<file path="config.mk">
export PLATFORM = sky130hd
export DESIGN_NAME = uart_rx_data_error_status
export DESIGN_NICKNAME = d
export VERILOG_FILES = /design/src/core/uart_rx_data_error_status.v /design/src/core/rx_fifo_mem.v
export VERILOG_INCLUDE_DIRS = /design/src /design/src/core
export SDC_FILE = /design/constraint.sdc
export NUM_CORES = 1
export LEC_CHECK = 0
export BUFFER_PORTS_ARGS = -buffer_cell sky130_fd_sc_hd__buf_2
export CORE_ASPECT_RATIO = 0.7
export CORE_MARGIN = 2
export CORE_UTILIZATION = 60
export DETAILED_ROUTE_END_ITERATION = 8
export HOLD_SLACK_MARGIN = 0.03
export PLACE_DENSITY = 0.79
export SETUP_SLACK_MARGIN = 0.5
export SYNTH_ARGS = -nofsm -noshare
export SYNTH_HDL_FRONTEND = slang
export SYNTH_SLANG_ARGS = --single-unit
</file>
<file path="constraint.sdc">
create_clock -name clk_sys -period 13.3 [get_ports clk_sys]
set_input_delay 1.995 -clock clk_sys [delete_from_list [all_inputs] [get_ports clk_sys]]
set_output_delay 1.995 -clock clk_sys [all_outputs]
set_load 0.01 [all_outputs]
</file>
<file path="src/core/uart_rx_defs.vh">
// Register offsets, field positions, reset values and timing counts for the receive data block.
`ifndef UART_RX_DEFS_VH
`define UART_RX_DEFS_VH
`define DATA_PORT_OFS    8'h00
`define STATUS_OFS       8'h04
`define LINE_CFG_OFS     8'h1c
`define CTRL_OFS         8'h30
`define IRQ_STAT_OFS     8'h3c
`define IRQ_MASK_OFS     8'h38
`define TX_CHAR_OFS      8'h60
`define BAUD_DIV_OFS     8'h24
`define FRAMING_BIT      8
`define PARITY_BIT       9
`define BREAK_BIT        10
`define OVERRUN_BIT      11
`define ST_FRAMING       0
`define ST_PARITY        1
`define ST_BREAK         2
`define ST_OVERRUN       3
`define CFG_PAR_EN       1
`define CFG_PAR_EVEN     2
`define CFG_STICK        7
`define CTRL_FIFO_EN     4
`define BAUD_DIV_RESET   16'h0010
`define OVERSAMPLE       16
`define MID_SAMPLE       8
`define FIFO_DEPTH       16
`define FIFO_AW          4
`endif

</file>
<file path="src/core/uart_rx_data_error_status.v">
// Receive data path, per-character error flags and sticky receive status behind APB.
// Summary of operation
// - Data bits 7:0 read the received character and a write queues a character to transmit.
// - A stop bit not sampled high marks a framing error in data bit 8 and status bit 0.
// - With the FIFO on, each character keeps its own flags and the head's flags are shown.
// - Parity not matching the mode chosen by config bits 2 and 7 sets data bit 9 and status bit 1.
// - A line low at every sample of a frame, stop bit included, sets break in data bit 10 and status bit 2.
// - One break pushes exactly one all-zero character however long it lasts.
// - After a break no character is taken until the line goes idle high and a new start comes.
// - A character that completes while the FIFO is full sets overrun and leaves the FIFO intact.
// - Overrun in the data register drops once the FIFO has room again.
// - Any write to the error-clear location clears all four sticky status bits.
// - The error-clear location is write-only and shares offset 0x04 with the read-only status.
//
// Register access over APB is this design's own decision.
`timescale 1ns/10ps
`include "uart_rx_defs.vh"
module uart_rx_data_error_status #(
    parameter DEPTH = `FIFO_DEPTH,
    parameter AW    = `FIFO_AW
) (
    input  wire        clk_sys,
    input  wire        rst_b,
    input  wire        psel,
    input  wire        penable,
    input  wire        pwrite,
    input  wire [7:0]  paddr,
    input  wire [31:0] pwdata,
    output reg  [31:0] prdata,
    output wire        pready,
    output wire        pslverr,
    input  wire        rxLine,
    output reg  [7:0]  txChar,
    output reg         txCharValid,
    output wire        irq
);
    localparam RX_IDLE  = 3'h0;
    localparam RX_START = 3'h1;
    localparam RX_DATA  = 3'h2;
    localparam RX_PAR   = 3'h3;
    localparam RX_STOP  = 3'h4;
    localparam RX_BRK   = 3'h5;

    // Flags {break, parity, framing} stored beside each character; overrun is kept apart.
    function parityOf;
        input [7:0] d;
        begin
            parityOf = ^d;
        end
    endfunction

    wire apbWr = psel & penable & pwrite;
    wire apbRd = psel & penable & ~pwrite;
    reg  mapped;
    assign pready  = 1'b1;
    assign pslverr = psel & penable & ~mapped;

    reg [7:0]  lineCfg_q;
    reg        fifoEn_q;
    reg [15:0] baudDiv_q;
    reg [3:0]  status_q;
    reg [4:0]  irqStat_q;
    reg [4:0]  irqMask_q;
    reg        ovrLive_q;

    reg [2:0]  state_q;
    reg [15:0] tick_q;
    reg [3:0]  phase_q;
    reg [3:0]  bitCnt_q;
    reg [7:0]  shift_q;
    reg        parOk_q;
    reg [7:0]  lowBits_q;

    reg [AW:0]   count_q;
    reg [AW-1:0] wrPtr_q;
    reg [AW-1:0] rdPtr_q;
    wire [10:0]  headData;

    wire full  = fifoEn_q ? (count_q == DEPTH[AW:0]) : (count_q != {(AW+1){1'b0}});
    wire empty = (count_q == {(AW+1){1'b0}});

    // A divisor of one turns every clock into a tick, the fastest rate the sampler supports.
    wire tickEnd = (tick_q >= baudDiv_q - 16'h0001);
    wire midSample = tickEnd && (phase_q == 4'h7);
    wire parEn = lineCfg_q[`CFG_PAR_EN];

    // Frame bits: start, eight data, optional parity, stop.
    wire [7:0] frameBits = parEn ? 8'h0b : 8'h0a;

    reg        push;
    reg [10:0] pushData;
    // Reading an empty port must not move the pointers, or the count would wrap.
    wire popRd = apbRd && (paddr == `DATA_PORT_OFS) && !empty;
    // The memory is addressed one entry ahead on a pop so the next head is ready a cycle later.
    wire [AW-1:0] rdAddrNext = (popRd && fifoEn_q) ? rdPtr_q + 1'b1 : rdPtr_q;

    rx_fifo_mem #(.WIDTH(11), .AW(AW)) u_mem (
        .clk_sys (clk_sys),
        .wrEn    (push),
        .wrAddr  (wrPtr_q),
        .wrData  (pushData),
        .rdAddr  (rdAddrNext),
        .rdData  (headData)
    );

    reg expPar;
    always @* begin
        if (lineCfg_q[`CFG_STICK]) begin
            expPar = ~lineCfg_q[`CFG_PAR_EVEN];
        end else begin
            expPar = parityOf(shift_q) ^ ~lineCfg_q[`CFG_PAR_EVEN];
        end
    end

    reg [2:0]  state_d;
    reg        charDone;
    reg        fErr;
    reg        brkDet;
    always @* begin
        state_d  = state_q;
        charDone = 1'b0;
        fErr     = 1'b0;
        brkDet   = 1'b0;
        case (state_q)
            RX_IDLE: begin
                if (!rxLine) begin
                    state_d = RX_START;
                end
            end
            RX_START: begin
                // A start bit that is high again at mid-bit was a glitch, not a frame.
                if (midSample) begin
                    state_d = rxLine ? RX_IDLE : RX_DATA;
                end
            end
            RX_DATA: begin
                // The eighth data sample ends the field; a ninth would swallow the next bit.
                if (midSample && bitCnt_q == 4'h7) begin
                    state_d = parEn ? RX_PAR : RX_STOP;
                end
            end
            RX_PAR: begin
                if (midSample) begin
                    state_d = RX_STOP;
                end
            end
            RX_STOP: begin
                if (midSample) begin
                    if (!rxLine && lowBits_q >= frameBits - 8'h01) begin
                        brkDet  = 1'b1;
                        state_d = RX_BRK;
                    end else begin
                        fErr     = ~rxLine;
                        charDone = 1'b1;
                        state_d  = RX_IDLE;
                    end
                end
            end
            RX_BRK: begin
                if (rxLine) begin
                    state_d = RX_IDLE;
                end
            end
            default: state_d = RX_IDLE;
        endcase
    end

    wire pErr = parEn & ~parOk_q;
    wire anyEvt = charDone | brkDet;
    wire ovrEvt = anyEvt & full;

    always @* begin
        push     = anyEvt & ~full;
        // A break stores a single zero character.
        pushData = brkDet ? {1'b1, 1'b0, 1'b1, 8'h00} : {1'b0, pErr, fErr, shift_q};
    end

    always @(posedge clk_sys) begin
        if (!rst_b) begin
            state_q   <= RX_IDLE;
            tick_q    <= 16'h0000;
            phase_q   <= 4'h0;
            bitCnt_q  <= 4'h0;
            shift_q   <= 8'h00;
            parOk_q   <= 1'b1;
            lowBits_q <= 8'h00;
        end else begin
            state_q <= state_d;
            if (state_q == RX_IDLE || state_q == RX_BRK) begin
                tick_q    <= 16'h0000;
                phase_q   <= 4'h0;
                bitCnt_q  <= 4'h0;
                lowBits_q <= 8'h00;
                parOk_q   <= 1'b1;
            end else begin
                tick_q <= tickEnd ? 16'h0000 : tick_q + 16'h0001;
                if (tickEnd) begin
                    phase_q <= phase_q + 4'h1;
                end
                // Counting low samples lets the stop sample tell a break from a framing error.
                if (midSample) begin
                    lowBits_q <= rxLine ? 8'h00 : lowBits_q + 8'h01;
                end
                if (midSample && state_q == RX_DATA) begin
                    shift_q  <= {rxLine, shift_q[7:1]};
                    bitCnt_q <= bitCnt_q + 4'h1;
                end
                if (midSample && state_q == RX_PAR) begin
                    parOk_q <= (rxLine == expPar);
                end
            end
        end
    end

    // Head flags travel with each character; full FIFO is never written.
    always @(posedge clk_sys) begin
        if (!rst_b) begin
            count_q   <= {(AW+1){1'b0}};
            wrPtr_q   <= {AW{1'b0}};
            rdPtr_q   <= {AW{1'b0}};
            ovrLive_q <= 1'b0;
        end else begin
            if (push) begin
                wrPtr_q <= fifoEn_q ? wrPtr_q + 1'b1 : wrPtr_q;
            end
            if (popRd) begin
                rdPtr_q <= fifoEn_q ? rdPtr_q + 1'b1 : rdPtr_q;
            end
            count_q <= count_q + {{AW{1'b0}}, push} - {{AW{1'b0}}, popRd};
            // Overrun drops once space frees.
            // A pop is what frees an entry, so it ends the overrun indication.
            if (ovrEvt) begin
                ovrLive_q <= 1'b1;
            end else if (popRd) begin
                ovrLive_q <= 1'b0;
            end
        end
    end

    wire statusClr = apbWr && (paddr == `STATUS_OFS);
    wire [4:0] evts = {ovrEvt, brkDet, push & pErr & ~brkDet, push & fErr, push};
    wire [4:0] icWr = (apbWr && paddr == `IRQ_STAT_OFS) ? pwdata[4:0] : 5'h00;

    always @(posedge clk_sys) begin
        if (!rst_b) begin
            lineCfg_q   <= 8'h00;
            fifoEn_q    <= 1'b0;
            baudDiv_q   <= `BAUD_DIV_RESET;
            status_q    <= 4'h0;
            irqStat_q   <= 5'h00;
            irqMask_q   <= 5'h00;
            txChar      <= 8'h00;
            txCharValid <= 1'b0;
        end else begin
            txCharValid <= 1'b0;
            if (apbWr && paddr == `DATA_PORT_OFS) begin
                txChar      <= pwdata[7:0];
                txCharValid <= 1'b1;
            end
            if (apbWr && paddr == `LINE_CFG_OFS) begin
                lineCfg_q <= pwdata[7:0];
            end
            if (apbWr && paddr == `CTRL_OFS) begin
                fifoEn_q <= pwdata[`CTRL_FIFO_EN];
            end
            if (apbWr && paddr == `BAUD_DIV_OFS) begin
                baudDiv_q <= (pwdata[15:0] == 16'h0000) ? 16'h0001 : pwdata[15:0];
            end
            if (apbWr && paddr == `IRQ_MASK_OFS) begin
                irqMask_q <= pwdata[4:0];
            end
            status_q <= (statusClr ? 4'h0 : status_q) |
                        {ovrEvt, push & pushData[10], push & pushData[9], push & pushData[8]};
            irqStat_q <= (irqStat_q & ~icWr) | evts;
        end
    end

    assign irq = |(irqStat_q & irqMask_q);

    // Status read-only at 0x04; reserved bits zero.
    // Unknown offsets answer with an error response and read as zero.
    always @* begin
        mapped = 1'b1;
        prdata = 32'h00000000;
        case (paddr)
            `DATA_PORT_OFS: prdata = {20'h00000, ovrLive_q, empty ? 11'h000 : headData};
            `STATUS_OFS:    prdata = {28'h0000000, status_q};
            `LINE_CFG_OFS:  prdata = {24'h000000, lineCfg_q};
            `CTRL_OFS:      prdata = {27'h0000000, fifoEn_q, 4'h0};
            `BAUD_DIV_OFS:  prdata = {16'h0000, baudDiv_q};
            `IRQ_MASK_OFS:  prdata = {27'h0000000, irqMask_q};
            `IRQ_STAT_OFS:  prdata = {27'h0000000, irqStat_q};
            default:        mapped = 1'b0;
        endcase
    end
endmodule // uart_rx_data_error_status

</file>
<file path="src/core/rx_fifo_mem.v">
// Small receive character memory with registered read data.
`timescale 1ns/10ps
module rx_fifo_mem #(
    parameter WIDTH = 12,
    parameter AW    = 4
) (
    input  wire             clk_sys,
    input  wire             wrEn,
    input  wire [AW-1:0]    wrAddr,
    input  wire [WIDTH-1:0] wrData,
    input  wire [AW-1:0]    rdAddr,
    output reg  [WIDTH-1:0] rdData
);
    reg [WIDTH-1:0] mem [0:(1<<AW)-1];

    always @(posedge clk_sys) begin
        if (wrEn) begin
            mem[wrAddr] <= wrData;
        end
        rdData <= mem[rdAddr];
    end
endmodule // rx_fifo_mem

</file>
==> results by group, run 1 <==
Clock network
  – CTS tree: yes
  – Clk slew on worst S/H paths: 0.06 ns
  – Total CTS buffers: 27
  – Post_cts resized: 0
  – Setup bufs post-CTS: 0
  – Clock Latency Late Sink: 0.55 ns
  – Clock net sink count: 293
  – Bufs on Longest Clock Path: 3
  – CTS Hold Bufs: 0
  – Root Driver: clkbuf_16
  – H-tree depth: 1

Placement
  – Post-DP Area: 0.01475 sq mm
  – I/O Buffers: 56
  – HPWL Detailed: 22040 microns
  – Placer congestion estimate: 0.8664
  – Placement Setup Slack: 7.341 ns

Drt
  – DRT antenna net count: 0
  – DRC Markers: 0
  – Routed via count: 10380
  – DR iter-0 viols: 1018
  – Drt via density: 6.240
  – Final WL: 33850 microns
  – Detailed-route wire length per cell: 20.34 microns
  – TritonRoute pass-1 iters: 5

Floorplan
  – Initial core utilization: 60.90%
  – CORE AREA: 0.02352 sq mm
  – Die Height: 133.3 microns
  – Top Ports: 90
  – Die ar.: 0.02515 sq mm
  – Site row count: 47
  – Die W: 188.7 microns

Critical path
  – R2r worst-path depth: 19
  – Req. time, crit path: 11.31 ns
  – Critical-path maximum fanout: 18
  – FF-to-FF Start: baudDiv_q[4]
  – Flop2flop setup slack: 7.30 ns
  – WP data arrival: 4.06 ns
  – Reg2reg end: count_q[4]
  – CP startpoint kind: input pin
  – Worst Setup End Kind: output pin
  – Crit Path Category: in -> out

GRT
  – All-layer global routing usage: 26.64%
  – Largest net degree at the start of global routing: 78
  – Antenna violations before repair: 0
  – Total gr overflow: 0
  – First-pass GRT wire length: 52300 microns
  – Vias in the first global route: 9812

Hold path
  – Worst Hold Endpoint: txChar[5]
  – Hold Crit Depth: 2
  – Hold crit path type: reg -> reg
  – Worst Hold Launch: txChar[5]

Logic synthesis
  – Post-synthesis simple-gate area fraction: 12.61%
  – EDFF count, synth: 176
  – Synth Area in Compound Gates: 13.12%
  – #FFs+latches synth: 293
  – Synth top area share: 36.89%
  – Cell taking the most area after synthesis: edfxtp_1
  – Mux contribution to synthesized area: 9.852%
  – Post-synth top flop: edfxtp_1
  – Syn_area_per_cell: 11.01 sq um
  – Async SR Flop Fraction: 0%
  – Register area share after synthesis: 53.24%
  – Synth Area in Adders: 3.109%
  – Area contributors post-synth: edfxtp_1 (37%), dfxtp_1 (16%), mux2i_1 (7.3%), nor2_1 (3.0%), ha_1 (3.0%)
  – Xor/xnor share of the synthesized area: 3.537%
  – Gate Count Post-Synth: 1301
  – Warnings, synthesis: 0
  – Post-synthesis cell type count: 61
  – Syn Std Cell Area: 0.01432 sq mm
  – Largest family of logic cells by synthesized area: compound AO/OA/AOI/OAI gates

Power and ir drop
  – Comb pwr share: 1.5%
  – Peak supply drop: 0.1010 mV
  – Internal power: 1.445 mW
  – Net Sw Frac: 19.74%
  – Net Switching: 355.5 uW
  – Clk pwr share: 45.6%
  – Pwr/cell area: 114.7 mW/mm^2
  – Sequential share of power: 52.9%
  – Leakage power: 5.621 nW

STA
  – RSZ-0062 raised after global routing: no
  – Min Clock Period, post-route: 6.053 ns
  – Slew @ Worst Pin: 1.237 ns
  – Final hold viol count: 0
  – Final Setup Violations: 0
  – F_max: 0.1652 GHz
  – Clock Skews: 0.01934 ns
  – Final Worst Setup Slack: 7.247 ns
  – Slew margin rel.: 17.37%
  – Final worst path period share: 45.51%
  – Final Max Tran Viols: 0
  – Setup TNS: 0 ns

Final layout
  – Antenna fix cells: 0
  – Layout cells sized above 1: 14.49%
  – Area Growth Syn to Fin: 9.538%
  – Design area: 0.01569 sq mm
  – Fin nets: 1406

Run status
  – Status: finished, final reports clean

Flow run
  – Max-Cap Viols: 0
==> worst max-delay path by stage <==
stage                     slack (ns)    startpoint  depth (start not counted)         end
after floorplan                 8.18      paddr[3]                          6   prdata[2]
after global placement          7.37      paddr[3]                          7   prdata[5]
after detailed placement        7.34      paddr[3]                          7   prdata[5]
after CTS                       7.32      paddr[3]                          7   prdata[7]
after global routing            6.80  baudDiv_q[4]                         19  count_q[4]
final                           7.25      paddr[3]                          7   prdata[5]
==> synthesized netlist by cell type, types with 10 or more instances <==
library cell / number
xnor2_1: 31
a221oi_1: 14
nor2_1: 114
nand4_1: 17
buf_4: 21
dfxtp_1: 117
inv_1: 25
mux2_2: 13
a21oi_1: 84
nand3_1: 37
o21ai_0: 49
clkbuf_1: 50
ha_1: 34
a22oi_1: 37
a211oi_1: 16
and2_1: 10
buf_2: 15
edfxtp_1: 176
and3_1: 11
nor3_1: 18
xor2_1: 25
or2_2: 31
o211ai_1: 28
nand2_1: 102
mux2i_1: 105
==> critical path, cell delays in order <==
cell	delay, ns
buf_2	0.13
nor2_1	0.22
nand3_1	0.16
nor2_1	0.92
a222oi_1	0.38
inv_1	0.12
buf_2	0.13
==> kinds of logic (layout without fill, tap and decap cells) <==
| logic type | after synthesis | after routing |
|---|---|---|
| buffers and inverters | 126 | 156 |
| xor gates and xnor gates | 57 | 57 |
| and+or+nand+nor | 382 | 382 |
| other | 2 | 17 |
| AOI/OAI and AO/OA | 279 | 279 |
| DFF | 293 | 293 |
| adders and majority gates | 35 | 35 |
| muxes | 127 | 127 |
==> through the flow <==
step	utilization, %	power (mW)	hold slack, ns	instances
after floorplan	-	0.9896	0.4360	1316
after detailed placement	62.71	0.9978	0.4529	1614
after global routing	66.71	1.844	0.4799	1664
after CTS	66.71	1.805	0.4616	1664
after global placement	62.71	0.9975	0.4424	1614
final	66.71	1.800	0.4578	1664
==> cell usage in the layout, fill, tap and decap left out, types with 25 or more instances in the layout <==
cell type	count
buf_2	56
nor2_1	114
mux2i_1	105
xnor2_1	31
nand2_1	102
dfxtp_1	115
edfxtp_1	176
or2_2	31
o211ai_1	28
nand3_1	36
a21oi_1	83
o21ai_0	49
ha_1	33
xor2_1	25
a22oi_1	37
clkbuf_16	27
buf_4	25
inv_1	26
==> layer usage <==
metal / vias to the layer above / global-route usage [%] / part of all wire, %
met4: 0 / 8.420 / 2.9
met3: 79 / 5.479 / 11
met1: 4984 / 40.01 / 44
met5: - / 0 / 0
met2: 495 / 38.97 / 42
li1: 4826 / - / -
==> area by class of cell <==
cell class	count	area (sq um)
multi-input cells	897	6161
repair buffers	81	467.9
flip-flops and latches	293	7630
fillers	1727	7831
clock buffers	34	732.0
well taps	318	397.9
clock inverters	16	209.0
inverters	25	93.84
==> registers in the layout (all words and copies together), names as in the netlist, 5 cells and up <==
register / cells
baudDiv_q: 16
count_q: 5
irqMask_q: 5
irqStat_q: 5
lineCfg_q: 8
lowBits_q: 8
shift_q: 8
tick_q: 16
txChar: 8
u_mem.mem: 176
u_mem.rdData: 11
==> power by group through the flow <==
stage,clock network [mW],registers [mW],logic [mW]
global placement,0,0.972,0.0250
global route,0.864,0.952,0.0286
detailed placement,0,0.973,0.0252
floorplan,0,0.971,0.0182
CTS,0.827,0.953,0.0254
finish,0.821,0.953,0.0264
(Power assumes the default switching activity.)
==> inputs of run 2 (changes only) <==
Clock period 13.3 ns to 5.9 ns, I/O delays scaled along.
==> run 2 against run 1 <==
Against the previous run: die area did not move; sequential share of layout area down 0.11 points; combinational power is 130% higher; register-to-register slack got worse by 6.4 ns; first-iteration DRC count increased by 4.1%; non-clock buffer count is 11 higher; highest routed layer unchanged; power increased by 120%; sequential power increased by 130%.
==> results by group, run 2 (same netlist as run 1, synthesis figures left out) <==
Run status
  – Status: finished, final reports clean

GRT
  – M2 GR Usage: 40.83%
  – Antenna violations before repair: 0
  – Largest net degree at the start of global routing: 66
  – All-layer global routing usage: 27.46%
  – GRT Max-Usage Layer: met2
  – Met3 Track Usage GR: 6.533%
  – Vias in the first global route: 9676
  – Total gr overflow: 0
  – First-pass GRT wire length: 53610 microns
  – Met1 Use GR: 40.81%

Drt
  – DRT antenna net count: 0
  – Drt via density: 6.312
  – Detailed-route wire length per cell: 20.81 microns
  – DRC Markers: 0
  – DR iter-0 viols: 1060
  – Final WL: 34810 microns
  – Routed via count: 10560
  – TritonRoute pass-1 iters: 7

Power and ir drop
  – Net Switching: 792.3 uW
  – Sequential share of power: 54.7%
  – Net Sw Frac: 20.16%
  – Leakage power: 5.636 nW
  – Clk pwr share: 43.8%
  – Internal power: 3.137 mW
  – Pwr/cell area: 249.8 mW/mm^2
  – Peak supply drop: 0.2788 mV
  – Comb pwr share: 1.5%

Floorplan
  – Initial core utilization: 60.90%
  – Die W: 188.7 microns
  – Die ar.: 0.02515 sq mm
  – Top Ports: 90
  – Site row count: 47
  – CORE AREA: 0.02352 sq mm
  – Die Height: 133.3 microns

Final layout
  – Area Growth Syn to Fin: 9.791%
  – Most frequent cells in the layout: edfxtp_1 (176), dfxtp_1 (115), nor2_1 (114)
  – Fin nets: 1417
  – Multi-input gate area: 0.006182 sq mm
  – Most flop-heavy register: u_mem.mem
  – Design area: 0.01573 sq mm
  – Most common cell after layout, fill and taps aside: edfxtp_1
  – Register area: 0.007630 sq mm
  – Fill cells: 1777
  – Antenna fix cells: 0
  – Layout cells sized above 1: 15.13%
  – Max reg flops: 176
  – Biggest regs: u_mem.mem (176), baudDiv_q (16), tick_q (16)

STA
  – Slew margin rel.: 20.79%
  – F_max: 0.1983 GHz
  – Final Setup Violations: 0
  – Clock Skews: 0.007060 ns
  – RSZ-0062 raised after global routing: no
  – Slew @ Worst Pin: 1.186 ns
  – Final Max Tran Viols: 0
  – Final hold viol count: 0
  – Setup TNS: 0 ns
  – Min Clock Period, post-route: 5.042 ns
  – Final worst path period share: 85.45%

Clock network
  – Bufs on Longest Clock Path: 3
  – Total CTS buffers: 27
  – H-tree depth: 1
  – Clock Latency Late Sink: 0.55 ns
  – Clock net sink count: 293
  – Clk slew on worst S/H paths: 0.07 ns
  – Root Driver: clkbuf_16
  – CTS Hold Bufs: 0
  – CTS tree: yes

Critical path
  – R2r worst-path depth: 20
  – Flop2flop setup slack: 0.86 ns
  – Critical Path Most Common Cell: ha_1
  – WP data arrival: 5.52 ns
  – CP startpoint kind: flip-flop
  – Crit-path cells: nor4_1, nand3_1, nor4_1, xnor2_1, ha_1, nand4_1, nor3_1, nand3_2, nand2_1, buf_4, and3_2, inv_1, ha_1, inv_1, ha_1, fa_1, a21oi_1, nor2_1, or3_1, a21oi_1
  – Critical-path maximum fanout: 20
  – CP max-delay cell: nor4_1
  – FF-to-FF Start: baudDiv_q[6]
  – Worst Setup End Kind: flip-flop
  – Req. time, crit path: 6.38 ns
  – Reg2reg end: count_q[4]
  – Crit path largest cell delay: 0.43 ns
  – Crit Path Category: reg -> reg

Hold path
  – Worst Hold Launch: txChar[4]
  – Hold Crit Depth: 2
  – Hold crit path type: reg -> reg
  – Worst Hold Endpoint: txChar[4]

Flow run
  – Max-Cap Viols: 0

Placement
  – Placer congestion estimate: 0.8796
  – I/O Buffers: 56
  – HPWL Detailed: 22940 microns
  – Post-DP Area: 0.01485 sq mm
[run 2: cell types whose count changed in the layout (fill, tap and decap cells not counted), sizes merged]
cell	previous run	this run
clkinvlp	1	2
buf	81	92
inv	28	26
bufinv	5	2
clkinv	7	9
[run 2: layout make-up]
type | count | share of cell area, %
inverter | 25 | 0.5967
clock inverter | 14 | 0.7399
tap | 318 | 2.530
timing repair buffer | 92 | 3.580
clock buffer | 34 | 4.733
multi-input combinational | 897 | 39.31
sequential | 293 | 48.51
[run 2: worst max path at each step]
stage | slack, ns | startpoint | cells after the start | endpoint
global route | 0.48 | baudDiv_q[6] | 20 | count_q[4]
finish | 0.86 | baudDiv_q[6] | 20 | count_q[4]
floorplan | 1.52 | baudDiv_q[4] | 21 | count_q[4]
global placement | 0.79 | baudDiv_q[4] | 20 | count_q[4]
detailed placement | 0.65 | baudDiv_q[4] | 20 | count_q[4]
CTS | 0.62 | baudDiv_q[4] | 20 | count_q[4]
[run 2: stage by stage]
| step | instances | util (%) | setup WS, ns | hold WS [ns] | power, mW |
|---|---|---|---|---|---|
| floorplan | 1316 | - | 1.520 | 0.4360 | 2.231 |
| global placement | 1625 | 63.11 | 0.7940 | 0.4445 | 2.249 |
| detailed placement | 1625 | 63.11 | 0.6528 | 0.4528 | 2.250 |
| CTS | 1673 | 66.77 | 0.6166 | 0.4609 | 3.939 |
| global route | 1673 | 66.86 | 0.4762 | 0.4892 | 4.021 |
| finish | 1673 | 66.86 | 0.8583 | 0.4617 | 3.929 |
[run 2: routing by layer]
metal  routed length (microns)  vias up
met5                         0        -
met4                       820        0
met3                      3791       80
met2                     14920      504
met1                     15280     5120
li1                          -     4856
[run 2: worst max-delay path, delay by kind of cell (launching register included)]
family | cells | cell delay [ns]
xor gates and xnor gates | 1 | 0.12
buffers and inverters | 3 | 0.46
adders and majority gates | 4 | 1.24
AOI/OAI and AO/OA | 2 | 0.30
DFF | 1 | 0.38
and+or+nand+nor | 10 | 2.46
[run 2: repair_timing]
action                                  CTS  global route
buffers inserted                          0             0
gates resized for setup                   0             4
hold endpoints to repair                  0             0
endpoints found under the setup margin    0             1
[run 2: power by group through the flow]
stage / Clock [mW] / Sequential (mW) / Combinational [mW]
CTS: 1.73 / 2.15 / 0.0583
detailed placement: 0 / 2.19 / 0.0578
floorplan: 0 / 2.19 / 0.0409
finish: 1.72 / 2.15 / 0.0607
global route: 1.81 / 2.15 / 0.0653
global placement: 0 / 2.19 / 0.0567
==> inputs of run 3 (changes only) <==
Clock period 5.9 ns to 5.31 ns, I/O delays scaled along.
==> run 3 against run 2 <==
Against the previous run: sequential share of layout area decreased by 0.33 points; die area unchanged; via count shrank 0.76%; critical path depth unchanged; count of clock-buffer cells in the layout increased by 6; global-route usage fell by 0.96 points; combinational power is 9.2% higher; cell count up 0.54%; clock skew rose by 0.012 ns; fmax rose by 12%; sequential cell count unchanged; critical path type unchanged; critical endpoint unchanged.
==> results by group, run 3 (same netlist as run 1, synthesis figures left out) <==
STA
  – Final Max Tran Viols: 0
  – Final hold viol count: 0
  – Min Clock Period, post-route: 4.519 ns
  – Final Setup Violations: 0
  – Slew @ Worst Pin: 1.233 ns
  – RSZ-0062 raised after global routing: no
  – F_max: 0.2213 GHz
  – Slew margin rel.: 17.48%
  – Final Worst Setup Slack: 0.7911 ns
  – Setup TNS: 0 ns
  – Final worst path period share: 85.10%
  – Clock Skews: 0.01925 ns

Placement
  – HPWL Detailed: 22940 microns
  – Placement Setup Slack: 0.5822 ns
  – I/O Buffers: 56
  – Placer congestion estimate: 0.8989

Clock network
  – CTS Hold Bufs: 0
  – Clock net sink count: 293
  – Clk slew on worst S/H paths: 0.07 ns
  – CTS tree: yes
  – Post_cts resized: 0
  – Setup bufs post-CTS: 0
  – Total CTS buffers: 28
  – Root Driver: clkbuf_16
  – H-tree depth: 1
  – Clock Latency Late Sink: 0.57 ns
  – Bufs on Longest Clock Path: 3

Drt
  – Metal3 WL: 3320 microns
  – Routed wl met2: 14900 microns
  – DRC Markers: 0
  – Met1 wire length: 15010 microns
  – Detailed-route wire length per cell: 20.14 microns
  – Routed via count: 10480
  – Drt via density: 6.231
  – TritonRoute pass-1 iters: 6
  – DR top layer: met4
  – DRT antenna net count: 0
  – Final WL: 33870 microns
  – DR iter-0 viols: 943

Critical path
  – Critical Path Most Common Cell: ha_1
  – Crit-path cells: nor4_4, nand3_1, nor4_1, xnor2_1, ha_1, nand4_1, nor3_1, a22oi_1, buf_4, nand2_1, and3_1, inv_1, ha_1, inv_1, ha_1, fa_1, a21oi_1, nor2_1, or3_1, a21oi_1
  – Reg2reg end: count_q[4]
  – Req. time, crit path: 5.81 ns
  – WP data arrival: 5.02 ns
  – CP max-delay cell: fa_1
  – FF-to-FF Start: baudDiv_q[4]
  – Worst Setup End Kind: flip-flop
  – CP startpoint kind: flip-flop
  – Crit path largest cell delay: 0.41 ns
  – Flop2flop setup slack: 0.79 ns
  – R2r worst-path depth: 20
  – Crit Path Category: reg -> reg
  – Critical-path maximum fanout: 11

Final layout
  – Biggest regs: u_mem.mem (176), baudDiv_q (16), tick_q (16)
  – Most frequent cells in the layout: edfxtp_1 (176), dfxtp_1 (115), nor2_1 (114)
  – Most flop-heavy register: u_mem.mem
  – Max reg flops: 176
  – Area Growth Syn to Fin: 10.55%
  – Most common cell after layout, fill and taps aside: edfxtp_1
  – Final Util: 67.32%
  – Antenna fix cells: 0
  – Fin nets: 1423
  – Layout cells sized above 1: 16.13%
  – Fill cells: 1734

GRT
  – Antenna violations before repair: 1
  – Largest net degree at the start of global routing: 62
  – All-layer global routing usage: 26.50%
  – First-pass GRT wire length: 52060 microns
  – Total gr overflow: 0
  – Vias in the first global route: 9663

Floorplan
  – Die Height: 133.3 microns
  – Die W: 188.7 microns
  – Initial core utilization: 60.90%
  – Top Ports: 90
  – Die ar.: 0.02515 sq mm
  – CORE AREA: 0.02352 sq mm
  – Site row count: 47

Hold path
  – Worst Hold Launch: txChar[5]
  – Hold Crit Depth: 2
  – Hold crit path type: reg -> reg
  – Worst Hold Endpoint: txChar[5]

Power and ir drop
  – Sequential share of power: 53.6%
  – Internal power: 3.550 mW
  – Pwr/cell area: 281.1 mW/mm^2
  – Net Sw Frac: 20.27%
  – Comb pwr share: 1.5%
  – Clk pwr share: 44.9%
  – Leakage power: 5.719 nW
  – Peak supply drop: 0.3253 mV
  – Net Switching: 902.3 uW

Run status
  – Status: finished, final reports clean

Flow run
  – Max-Cap Viols: 0
## run 3: cell count changes in the layout (fill, tap and decap cells not counted), moves of 2 or more
cell / change
clkinv_4: +2
clkinv_1: -6
inv_1: +2
clkbuf_8: +7
clkbuf_1: -2
clkinv_2: +3
buf_4: +6
## run 3: power by group through the flow
stage / Sequential [mW] / Combinational (mW) / Clock (mW)
2_1_floorplan: 2.43 / 0.0455 / 0
3_5_place_dp: 2.44 / 0.0641 / 0
5_1_grt: 2.39 / 0.0715 / 2.11
6_report: 2.39 / 0.0663 / 2.00
3_3_place_gp: 2.44 / 0.0631 / 0
4_1_cts: 2.39 / 0.0643 / 2.03
## run 3: worst max-delay path by stage
| stage | start | endpoint | cells past startpoint |
|---|---|---|---|
| 2_1_floorplan | baudDiv_q[4] | count_q[4] | 21 |
| 3_3_place_gp | baudDiv_q[4] | count_q[4] | 19 |
| 3_5_place_dp | baudDiv_q[4] | count_q[4] | 19 |
| 4_1_cts | baudDiv_q[4] | count_q[4] | 19 |
| 5_1_grt | baudDiv_q[4] | count_q[4] | 19 |
| 6_report | baudDiv_q[4] | count_q[4] | 20 |
## run 3: critical path, delay by kind of cell (launching register included)
family	cells	cell delay, ns
xor gates and xnor gates	1	0.13
AOI/OAI and AO/OA	3	0.47
adders and majority gates	4	1.24
DFF	1	0.38
buffers and inverters	3	0.39
and+or+nand+nor	9	1.86
## run 3: metrics by stage
| stage | hold WS, ns | cell area [sq um] | std cells | power [mW] |
|---|---|---|---|---|
| final | 0.4663 | 15840 | 1682 | 4.452 |
| after global routing | 0.4812 | 15840 | 1682 | 4.566 |
| after CTS | 0.4659 | 15810 | 1682 | 4.481 |
| after detailed placement | 0.4572 | 14870 | 1630 | 2.500 |
| after global placement | 0.4397 | 14870 | 1630 | 2.499 |
| after floorplan | 0.4360 | 14380 | 1316 | 2.479 |
## run 3: area by class of cell
class                   instances  area, sq um  share of cell area, %
flip-flops and latches        293         7630                  48.18
multi-input cells             897         6187                  39.07
clock buffers                  40        838.3                  5.294
repair buffers                 97        588.1                  3.713
well taps                     318        397.9                  2.512
clock inverters                12        101.3                 0.6400
inverters                      25        93.84                 0.5926
## run 3: layer usage
metal | up-vias | GRT usage, %
met1 | 5076 | 39.20
met2 | 466 | 39.73
met3 | 60 | 5.980
met5 | - | 0
met4 | 0 | 6.814
li1 | 4878 | -
